`src/inc/pes_pkg.sv`:
```
`default_nettype none
package pes_pkg;

    // ----------------------------------------
    // Register indices, byte address is index times four
    // ----------------------------------------
    localparam int ADDR_W = 18;
    localparam logic [15:0] IDX_PEAK_CAP = 16'he501;
    localparam logic [15:0] IDX_STATUS = 16'he502;
    localparam logic [15:0] IDX_MASK = 16'he510;
    localparam logic [15:0] IDX_PULSE_MODE = 16'he511;
    localparam logic [15:0] IDX_MEAS_MODE = 16'he512;
    localparam logic [15:0] IDX_SIGN = 16'he513;
    localparam logic [15:0] IDX_HALF_CYC = 16'he514;

    // ----------------------------------------
    // Field layout
    // ----------------------------------------
    localparam int PEAK_VAL_W = 24;
    localparam int PEAK_TAG_LSB = 24;
    localparam int STATUS_W = 19;
    localparam int ST_LINE_DONE = 5;
    localparam int ST_ACT_REV_LSB = 6;
    localparam int ST_SUM_ONE = 9;
    localparam int ST_REACT_REV_LSB = 10;
    localparam int ST_SUM_TWO = 13;
    localparam int ST_PULSE_LSB = 14;
    localparam int ST_DONE = 17;
    localparam int ST_SUM_THREE = 18;
    localparam int PULSE_MODE_W = 12;
    localparam int PM_SEL_ONE_LSB = 0;
    localparam int PM_SEL_TWO_LSB = 3;
    localparam int PM_SEL_THREE_LSB = 6;
    localparam int CF_DIS_LSB = 9;
    localparam int MM_ACT_SEL = 0;
    localparam int MM_REACT_SEL = 1;
    localparam int MM_LINE_MODE = 2;
    localparam int MEAS_MODE_W = 3;
    localparam int SIGN_W = 9;
    localparam int HALF_CYC_W = 16;

    // ----------------------------------------
    // Reset values
    // ----------------------------------------
    localparam logic [31:0] RST_ZERO = 32'h0000_0000;
    localparam logic [15:0] RST_HALF_CYC = 16'hffff;

    function automatic logic [ADDR_W-1:0] byte_addr(input logic [15:0] idx);
        byte_addr = {idx, 2'b00};
    endfunction

endpackage
`default_nettype wire

```
`src/verilog/pes_regs.sv`:
```
`timescale 1ns/100ps
`default_nettype none
module pes_regs
    import pes_pkg::*;
#(
    parameter int PULSE_LOW_CYCLES = 4
)
(
    // Clock and reset
    input wire logic pclk,
    input wire logic presetn,
    // APB slave
    input wire logic psel,
    input wire logic penable,
    input wire logic pwrite,
    input wire logic [ADDR_W-1:0] paddr,
    input wire logic [31:0] pwdata,
    output logic [31:0] prdata,
    output logic pready,
    output logic pslverr,
    // Peak detector
    input wire logic peak_valid,
    input wire logic [PEAK_VAL_W-1:0] peak_value,
    input wire logic [2:0] peak_phase,
    // Energy accumulator bit 30, three phases per class, five classes
    input wire logic [14:0] energy_bit30,
    // Line cycle timing
    input wire logic half_cycle_tick,
    // Power signs from the datapath, 1 means negative
    input wire logic [2:0] act_sign_total,
    input wire logic [2:0] act_sign_fund,
    input wire logic [2:0] react_sign_total,
    input wire logic [2:0] react_sign_fund,
    // Per-source pulse requests and summed signs, indexed by select code
    input wire logic [7:0] pulse_src_req,
    input wire logic [7:0] pulse_src_sign,
    // Periodic computation finished
    input wire logic dsp_done,
    // Pulse pins, active low
    output logic pulse_output_one_n,
    output logic pulse_output_two_n,
    output logic pulse_output_three_n,
    // Interrupt
    output logic irq
);

    // ----------------------------------------
    // Registers
    // ----------------------------------------
    logic [PEAK_VAL_W-1:0] peak_val_reg;
    logic [2:0] peak_tag_reg;
    logic [STATUS_W-1:0] status_reg;
    logic [STATUS_W-1:0] status_next;
    logic [STATUS_W-1:0] mask_reg;
    logic [PULSE_MODE_W-1:0] pulse_mode_reg;
    logic [MEAS_MODE_W-1:0] meas_mode_reg;
    logic [SIGN_W-1:0] sign_reg;
    logic [HALF_CYC_W-1:0] half_cyc_reg;
    logic [HALF_CYC_W-1:0] lc_cnt_reg;
    logic [14:0] energy_prev_reg;
    logic [15:0] low_cnt_reg [3];
    logic [31:0] prdata_reg;

    // ----------------------------------------
    // APB decode
    // ----------------------------------------
    wire hit_peak = paddr == byte_addr(IDX_PEAK_CAP);
    wire hit_status = paddr == byte_addr(IDX_STATUS);
    wire hit_mask = paddr == byte_addr(IDX_MASK);
    wire hit_pulse_mode = paddr == byte_addr(IDX_PULSE_MODE);
    wire hit_meas_mode = paddr == byte_addr(IDX_MEAS_MODE);
    wire hit_sign = paddr == byte_addr(IDX_SIGN);
    wire hit_half_cyc = paddr == byte_addr(IDX_HALF_CYC);
    wire hit_any = hit_peak | hit_status | hit_mask | hit_pulse_mode
                 | hit_meas_mode | hit_sign | hit_half_cyc;
    wire setup_rd = psel & ~penable & ~pwrite;
    wire wr_en = psel & penable & pwrite & hit_any;

    // Zero wait states keep the host APB interface simple
    assign pready = 1'b1;
    assign pslverr = psel & penable & ~hit_any;
    assign prdata = prdata_reg;

    // Read data is captured in the setup cycle, so the access phase needs no wait
    wire [31:0] peak_word = {5'b00000, peak_tag_reg, peak_val_reg};
    wire [31:0] status_word = {13'h0000, status_reg};
    wire [31:0] rd_data =
        hit_peak ? peak_word :
        hit_status ? status_word :
        hit_mask ? {13'h0000, mask_reg} :
        hit_pulse_mode ? {20'h0_0000, pulse_mode_reg} :
        hit_meas_mode ? {29'h0000_0000, meas_mode_reg} :
        hit_sign ? {23'h00_0000, sign_reg} :
        hit_half_cyc ? {16'h0000, half_cyc_reg} : RST_ZERO;

    // ----------------------------------------
    // Sign selection
    // ----------------------------------------
    wire [2:0] act_sign = meas_mode_reg[MM_ACT_SEL] ? act_sign_fund : act_sign_total;
    wire [2:0] react_sign = meas_mode_reg[MM_REACT_SEL] ? react_sign_fund : react_sign_total;
    wire [2:0] sel_one = pulse_mode_reg[PM_SEL_ONE_LSB +: 3];
    wire [2:0] sel_two = pulse_mode_reg[PM_SEL_TWO_LSB +: 3];
    wire [2:0] sel_three = pulse_mode_reg[PM_SEL_THREE_LSB +: 3];
    wire [SIGN_W-1:0] sign_next = {pulse_src_sign[sel_three], pulse_src_sign[sel_two], react_sign,
                                   pulse_src_sign[sel_one], act_sign};
    // Any bit that differs from last cycle's sign is a reversal
    wire [SIGN_W-1:0] sign_flip = sign_next ^ sign_reg;

    // ----------------------------------------
    // Pulse outputs
    // ----------------------------------------
    wire [2:0] src_req = {pulse_src_req[sel_three], pulse_src_req[sel_two], pulse_src_req[sel_one]};
    logic [2:0] pulse_low;
    logic [2:0] pulse_start;
    always_comb
    begin
        for (int k = 0; k < 3; k++)
        begin
            pulse_low[k] = low_cnt_reg[k] != 16'h0000;
            pulse_start[k] = src_req[k] & ~pulse_low[k];
        end
    end
    // A disabled pin stays high, but the internal pulse still runs
    wire [2:0] pin_low = pulse_low & ~pulse_mode_reg[CF_DIS_LSB +: 3];
    assign pulse_output_one_n = ~pin_low[0];
    assign pulse_output_two_n = ~pin_low[1];
    assign pulse_output_three_n = ~pin_low[2];

    // ----------------------------------------
    // Line cycle accumulation
    // ----------------------------------------
    // The counter restarts while the mode is off, so a later enable opens a fresh window
    wire line_mode = meas_mode_reg[MM_LINE_MODE];
    wire lc_done = line_mode & half_cycle_tick & (lc_cnt_reg + 16'h0001 >= half_cyc_reg);

    // ----------------------------------------
    // Event collection
    // ----------------------------------------
    wire [14:0] energy_chg = energy_bit30 ^ energy_prev_reg;
    logic [STATUS_W-1:0] ev;
    always_comb
    begin
        ev = '0;
        for (int c = 0; c < 5; c++)
        begin
            ev[c] = |energy_chg[3*c +: 3];
        end
        ev[ST_LINE_DONE] = lc_done;
        ev[ST_ACT_REV_LSB +: 3] = sign_flip[2:0];
        ev[ST_SUM_ONE] = sign_flip[3];
        ev[ST_REACT_REV_LSB +: 3] = sign_flip[6:4];
        ev[ST_SUM_TWO] = sign_flip[7];
        ev[ST_PULSE_LSB +: 3] = pulse_start;
        ev[ST_DONE] = dsp_done;
        ev[ST_SUM_THREE] = sign_flip[8];
    end

    // Set wins over a clear in the same cycle, so no event is lost
    wire [STATUS_W-1:0] clr = (wr_en & hit_status) ? pwdata[STATUS_W-1:0] : '0;
    assign status_next = (status_reg & ~clr) | ev;
    assign irq = |(status_reg & mask_reg);

    // ----------------------------------------
    // Status and read data
    // ----------------------------------------
    always_ff @(posedge pclk or negedge presetn)
    begin
        if (!presetn)
        begin
            status_reg <= '0;
            prdata_reg <= RST_ZERO;
        end
        else
        begin
            status_reg <= status_next;
            if (setup_rd)
                prdata_reg <= rd_data;
        end
    end

    // ----------------------------------------
    // Peak capture
    // ----------------------------------------
    always_ff @(posedge pclk or negedge presetn)
    begin
        if (!presetn)
        begin
            peak_val_reg <= '0;
            peak_tag_reg <= '0;
        end
        else if (peak_valid)
        begin
            peak_val_reg <= peak_value;
            peak_tag_reg <= peak_phase;
        end
    end

    // ----------------------------------------
    // Configuration
    // ----------------------------------------
    always_ff @(posedge pclk or negedge presetn)
    begin
        if (!presetn)
            mask_reg <= '0;
        else if (wr_en && hit_mask)
            mask_reg <= pwdata[STATUS_W-1:0];
    end

    always_ff @(posedge pclk or negedge presetn)
    begin
        if (!presetn)
            pulse_mode_reg <= '0;
        else if (wr_en && hit_pulse_mode)
            pulse_mode_reg <= pwdata[PULSE_MODE_W-1:0];
    end

    always_ff @(posedge pclk or negedge presetn)
    begin
        if (!presetn)
            meas_mode_reg <= '0;
        else if (wr_en && hit_meas_mode)
            meas_mode_reg <= pwdata[MEAS_MODE_W-1:0];
    end

    always_ff @(posedge pclk or negedge presetn)
    begin
        if (!presetn)
            half_cyc_reg <= RST_HALF_CYC;
        else if (wr_en && hit_half_cyc)
            half_cyc_reg <= pwdata[HALF_CYC_W-1:0];
    end

    // ----------------------------------------
    // Sign and energy history, line cycle counter
    // ----------------------------------------
    always_ff @(posedge pclk or negedge presetn)
    begin
        if (!presetn)
        begin
            sign_reg <= '0;
            energy_prev_reg <= '0;
        end
        else
        begin
            sign_reg <= sign_next;
            energy_prev_reg <= energy_bit30;
        end
    end

    always_ff @(posedge pclk or negedge presetn)
    begin
        if (!presetn)
            lc_cnt_reg <= '0;
        else if (!line_mode || lc_done)
            lc_cnt_reg <= '0;
        else if (half_cycle_tick)
            lc_cnt_reg <= lc_cnt_reg + 16'h0001;
    end

    // ----------------------------------------
    // Pulse counters
    // ----------------------------------------
    always_ff @(posedge pclk or negedge presetn)
    begin
        if (!presetn)
        begin
            for (int k = 0; k < 3; k++)
                low_cnt_reg[k] <= '0;
        end
        else
        begin
            for (int k = 0; k < 3; k++)
            begin
                if (pulse_start[k])
                    low_cnt_reg[k] <= 16'(PULSE_LOW_CYCLES);
                else if (pulse_low[k])
                    low_cnt_reg[k] <= low_cnt_reg[k] - 16'h0001;
            end
        end
    end
endmodule
`default_nettype wire
```
`config.mk`:
```
export PLATFORM = sky130hd
export DESIGN_NAME = pes_regs
export DESIGN_NICKNAME = d
export VERILOG_FILES = /design/src/inc/pes_pkg.sv /design/src/verilog/pes_regs.sv
export SDC_FILE = /design/constraint.sdc
export NUM_CORES = 1
export LEC_CHECK = 0
export BUFFER_PORTS_ARGS = -buffer_cell sky130_fd_sc_hd__buf_2
export CAP_MARGIN = 20
export CORE_MARGIN = 2
export CORE_UTILIZATION = 45
export CTS_CLUSTER_DIAMETER = 30
export DETAILED_ROUTE_END_ITERATION = 12
export HOLD_SLACK_MARGIN = 0.08
export PLACE_DENSITY = 0.77
export SYNTH_ARGS = -nofsm -noshare
export SYNTH_HDL_FRONTEND = slang
export SYNTH_SLANG_ARGS = --single-unit
```
`constraint.sdc`:
```
create_clock -name pclk -period 3.5 [get_ports pclk]
set_input_delay 0.175 -clock pclk [delete_from_list [all_inputs] [get_ports pclk]]
set_output_delay 0.175 -clock pclk [all_outputs]
set_load 0.02 [all_outputs]
```
==> flow_summary.yaml <==
run_status:
  status: "finished clean"
die:
  die_height_um: 158
  ios: 166
  die_area_sq_mm: 0.0250
  fp-row-count: 56
  die_x_um: 158
  initial_core_util_pct: 45.7
  core-area_sq_mm: 0.0234
power_and_ir_drop:
  switchingPower_w: 0.00214
  clkPwrFrac_pct: 52.3
  seqPwrFrac_pct: 36.7
  p_int_w: 0.00602
  swShare_pct: 26.2
  pwr-share-comb_pct: 11.0
  vdd_drop_max_v: 0.000399
  powerDensity_mw_per_mm2: 576
  p_leak_nw: 6.28
yosys:
  synth-simple-area-share_pct: 15.0
  synth.most_common_cell: "dfrtp_1"
  yosys_warnings: 0
  synth-async-reset-ratio_pct: 100
  yosysTopAreaCell: "dfrtp_1"
  synth_top_area_share_pct: 45.6
  avgSynthCellArea_sq_um: 10.8
  synth_top_family_by_area: "simple AND/OR/NAND/NOR gates"
  yosysSeqAreaShare_pct: 49.5
  synth_compound_area_share_pct: 12.7
  synthXorXnorAreaFrac_pct: 5.40
  ys_seq_elements: 211
  syn_inst: 994
  ys_types: 70
  synthAdderAreaFrac_pct: 2.34
  netlist_area_sq_mm: 0.0107
  synth.top_cells.by_count: "dfrtp_1 (195), nand2_1 (113), mux2_2 (77)"
  yosys-mux-area-fraction_pct: 11.3
  synth_top_flop_cell: "dfrtp_1"
  synth_edf_count: 0
  synth_top_cells_by_area: "dfrtp_1 (46%), mux2_2 (8.1%), xor2_1 (4.0%), nand2_1 (4.0%), dfstp_2 (3.9%)"
route:
  wl_um: 31500
  via_count: 9204
  wl_per_cell_um: 19.8
  drt-initial-drc-count: 681
  dr.pass1.iters: 6
  drc_errors: 0
  postRouteAntennaNets: 0
  vias_per_cell: 5.78
clocking:
  clock-sinks: 211
  cts_tree: "done"
  clockBufferDepth: 3
  clock-root-buffer: "clkbuf_16"
  cts.clk_slew.worst_paths_ns: 0.05
  cts_buffers: 44
  ctsHtreeMaxLevel: 2
  clk_latency_ns: 0.53
timing:
  slew_headroom_pct: 38.5
  clock-skew-final_ns: 0.0250
  worst_hold_slack_ns: 0.159
  rsz0062_at_grt: "no"
  setup_ws_ns: 0.176
  fmax_mhz: 301
  hold_violations: 0
  finalCritPeriodShare_pct: 95.0
  drv_slew: 0
  worst_slew_pin_slew_ns: 0.923
  finalSetupTns_ns: 0
  period_needed_ns: 3.32
  setup_viol: 0
final_layout:
  multi_input_area_sq_mm: 0.00506
  finalNetCount: 1388
  regArea_sq_mm: 0.00530
  syn_to_final_growth_pct: 32.5
  postLayoutCellArea_sq_mm: 0.0142
  fill_cells: 1829
  largest_reg_flops: 48
  diodes: 0
  drive_gt1_share_pct: 29.1
  stdcell_count: 1592
placement:
  place_inst: 1433
  dp_hpwl_um: 20400
  portBuffers: 146
  place.gp.congestion: 0.942
  postPlaceCellArea_sq_mm: 0.0118
  place_ws_ns: 0.518
setup_path:
  cp_max_fo: 6
  slowest_delay_ns: 0.54
  crit_chain: "ha_1 -> and4_2 -> nand4_1 -> xnor2_2 -> ha_1 -> nand4_1 -> a211oi_2 -> a211oi_2 -> buf_4 -> o21ai_0 -> a32o_1 -> dlygate4sd3_1"
  worst_path_max_delay_cell: "dlygate4sd3_1"
  cp.arrival_ns: 3.71
  start_kind: "flop"
  crit_type: "flop to flop"
  required_ns: 3.89
  cp-end-kind: "flop"
hold_path:
  hold_class: "input pin to flop"
global_route:
  gr-total-overflow: 0
  first_global_vias: 9503
  grt_pass1_wl_um: 50000
  antenna_found_initial: 0
  grt_usage_pct: 25.8
  grt_max_degree: 105
flow_run:
  cap_violations: 0
[cell families (layout without fill, tap and decap cells)]
logic type	Yosys count	in the layout
adders and majority gates	20	20
buffers and inverters	99	374
xor gates and xnor gates	66	66
DFF	211	211
other	2	6
and+or+nand+nor	315	315
muxes	96	96
AOI/OAI and AO/OA	185	185
[worst paths after layout]
path,startpoint,endpoint,slack (ns),depth (start not counted)
max,lc_cnt_reg[0]$_DFFE_PN0P_,status_reg[5]$_DFF_PN0_,0.18,12
max reg2reg,lc_cnt_reg[0]$_DFFE_PN0P_,status_reg[5]$_DFF_PN0_,0.18,12
min,act_sign_fund[0],status_reg[6]$_DFF_PN0_,0.16,4
min in group asynchronous,presetn,low_cnt_reg[29]$_DFFE_PN0P_,0.31,2
min reg2reg,prdata[21]$_DFFE_PN0P_,prdata[21]$_DFFE_PN0P_,0.46,2
max in group asynchronous,presetn,half_cyc_reg[10]$_DFFE_PN1P_,2.13,3
[layer usage]
layer | global-route usage (%) | share of wire [%] | up-vias
met5 | 0.207 | 0 | -
met4 | 10.6 | 3.6 | 0
met3 | 6.13 | 7.2 | 89
met2 | 43.4 | 49 | 403
met1 | 32.1 | 40 | 4546
li1 | - | - | 4166
[cells in the final DEF, fill, tap and decap left out, drive strengths merged, types with 5 or more instances in the layout]
master,n
dfrtp,195
buf,170
nand2,113
dlygate4sd3,78
mux2,77
clkbuf,53
inv,51
xor2,49
o21ai,39
nor2,38
nand3,35
nor3,29
o211ai,25
nand4,22
nor4,22
ha,20
xnor2,17
a21o,16
dfstp,16
a22oi,15
nand2b,12
mux4,12
a21oi,12
o221ai,10
a221oi,8
clkinvlp,8
or3,7
mux2i,7
bufinv,7
and3,7
a2111oi,7
clkinv,7
nor2b,6
a41oi,6
a32oi,6
conb,6
a22o,5
a2111o,5
a31oi,5
[what timing repair did]
item                                    CTS  global route
gates resized for setup                   0             9
endpoints found under the setup margin    0             1
hold buffers                             78             0
buffers inserted                          0             1
endpoints found under the hold margin   210             0
[critical path: cells and delay by family, from the launching register on]
kind / cells / cell delay [ns]
AND/OR/NAND/NOR: 3 / 0.59
XOR/XNOR: 1 / 0.18
AO/OA/AOI/OAI: 4 / 0.71
buffers and inverters: 2 / 0.72
adder cells (fa/ha/maj): 2 / 0.55
flip-flops: 1 / 0.42
[area by class of cell]
class	count	area share, %
flip-flops and latches	211	37.4
multi-input cells	688	35.7
repair buffers	249	12.2
clock buffers	52	8.12
well taps	319	2.82
clock inverters	27	2.62
inverters	46	1.22
[power groups by stage]
stage | combinational [W] | sequential, W | clock, W
after floorplan | 0.000535 | 0.00298 | 0
after global placement | 0.000779 | 0.00301 | 0
after detailed placement | 0.000814 | 0.00302 | 0
after CTS | 0.000889 | 0.00300 | 0.00430
after global routing | 0.00100 | 0.00303 | 0.00444
final | 0.000896 | 0.00300 | 0.00427
[stage by stage]
stage	total power, W	utilization, %
final	0.00817	60.6
after global routing	0.00848	60.6
after floorplan	0.00351	-
after global placement	0.00379	50.5
after detailed placement	0.00384	50.5
after CTS	0.00819	60.4
(Power assumes the default switching activity.)
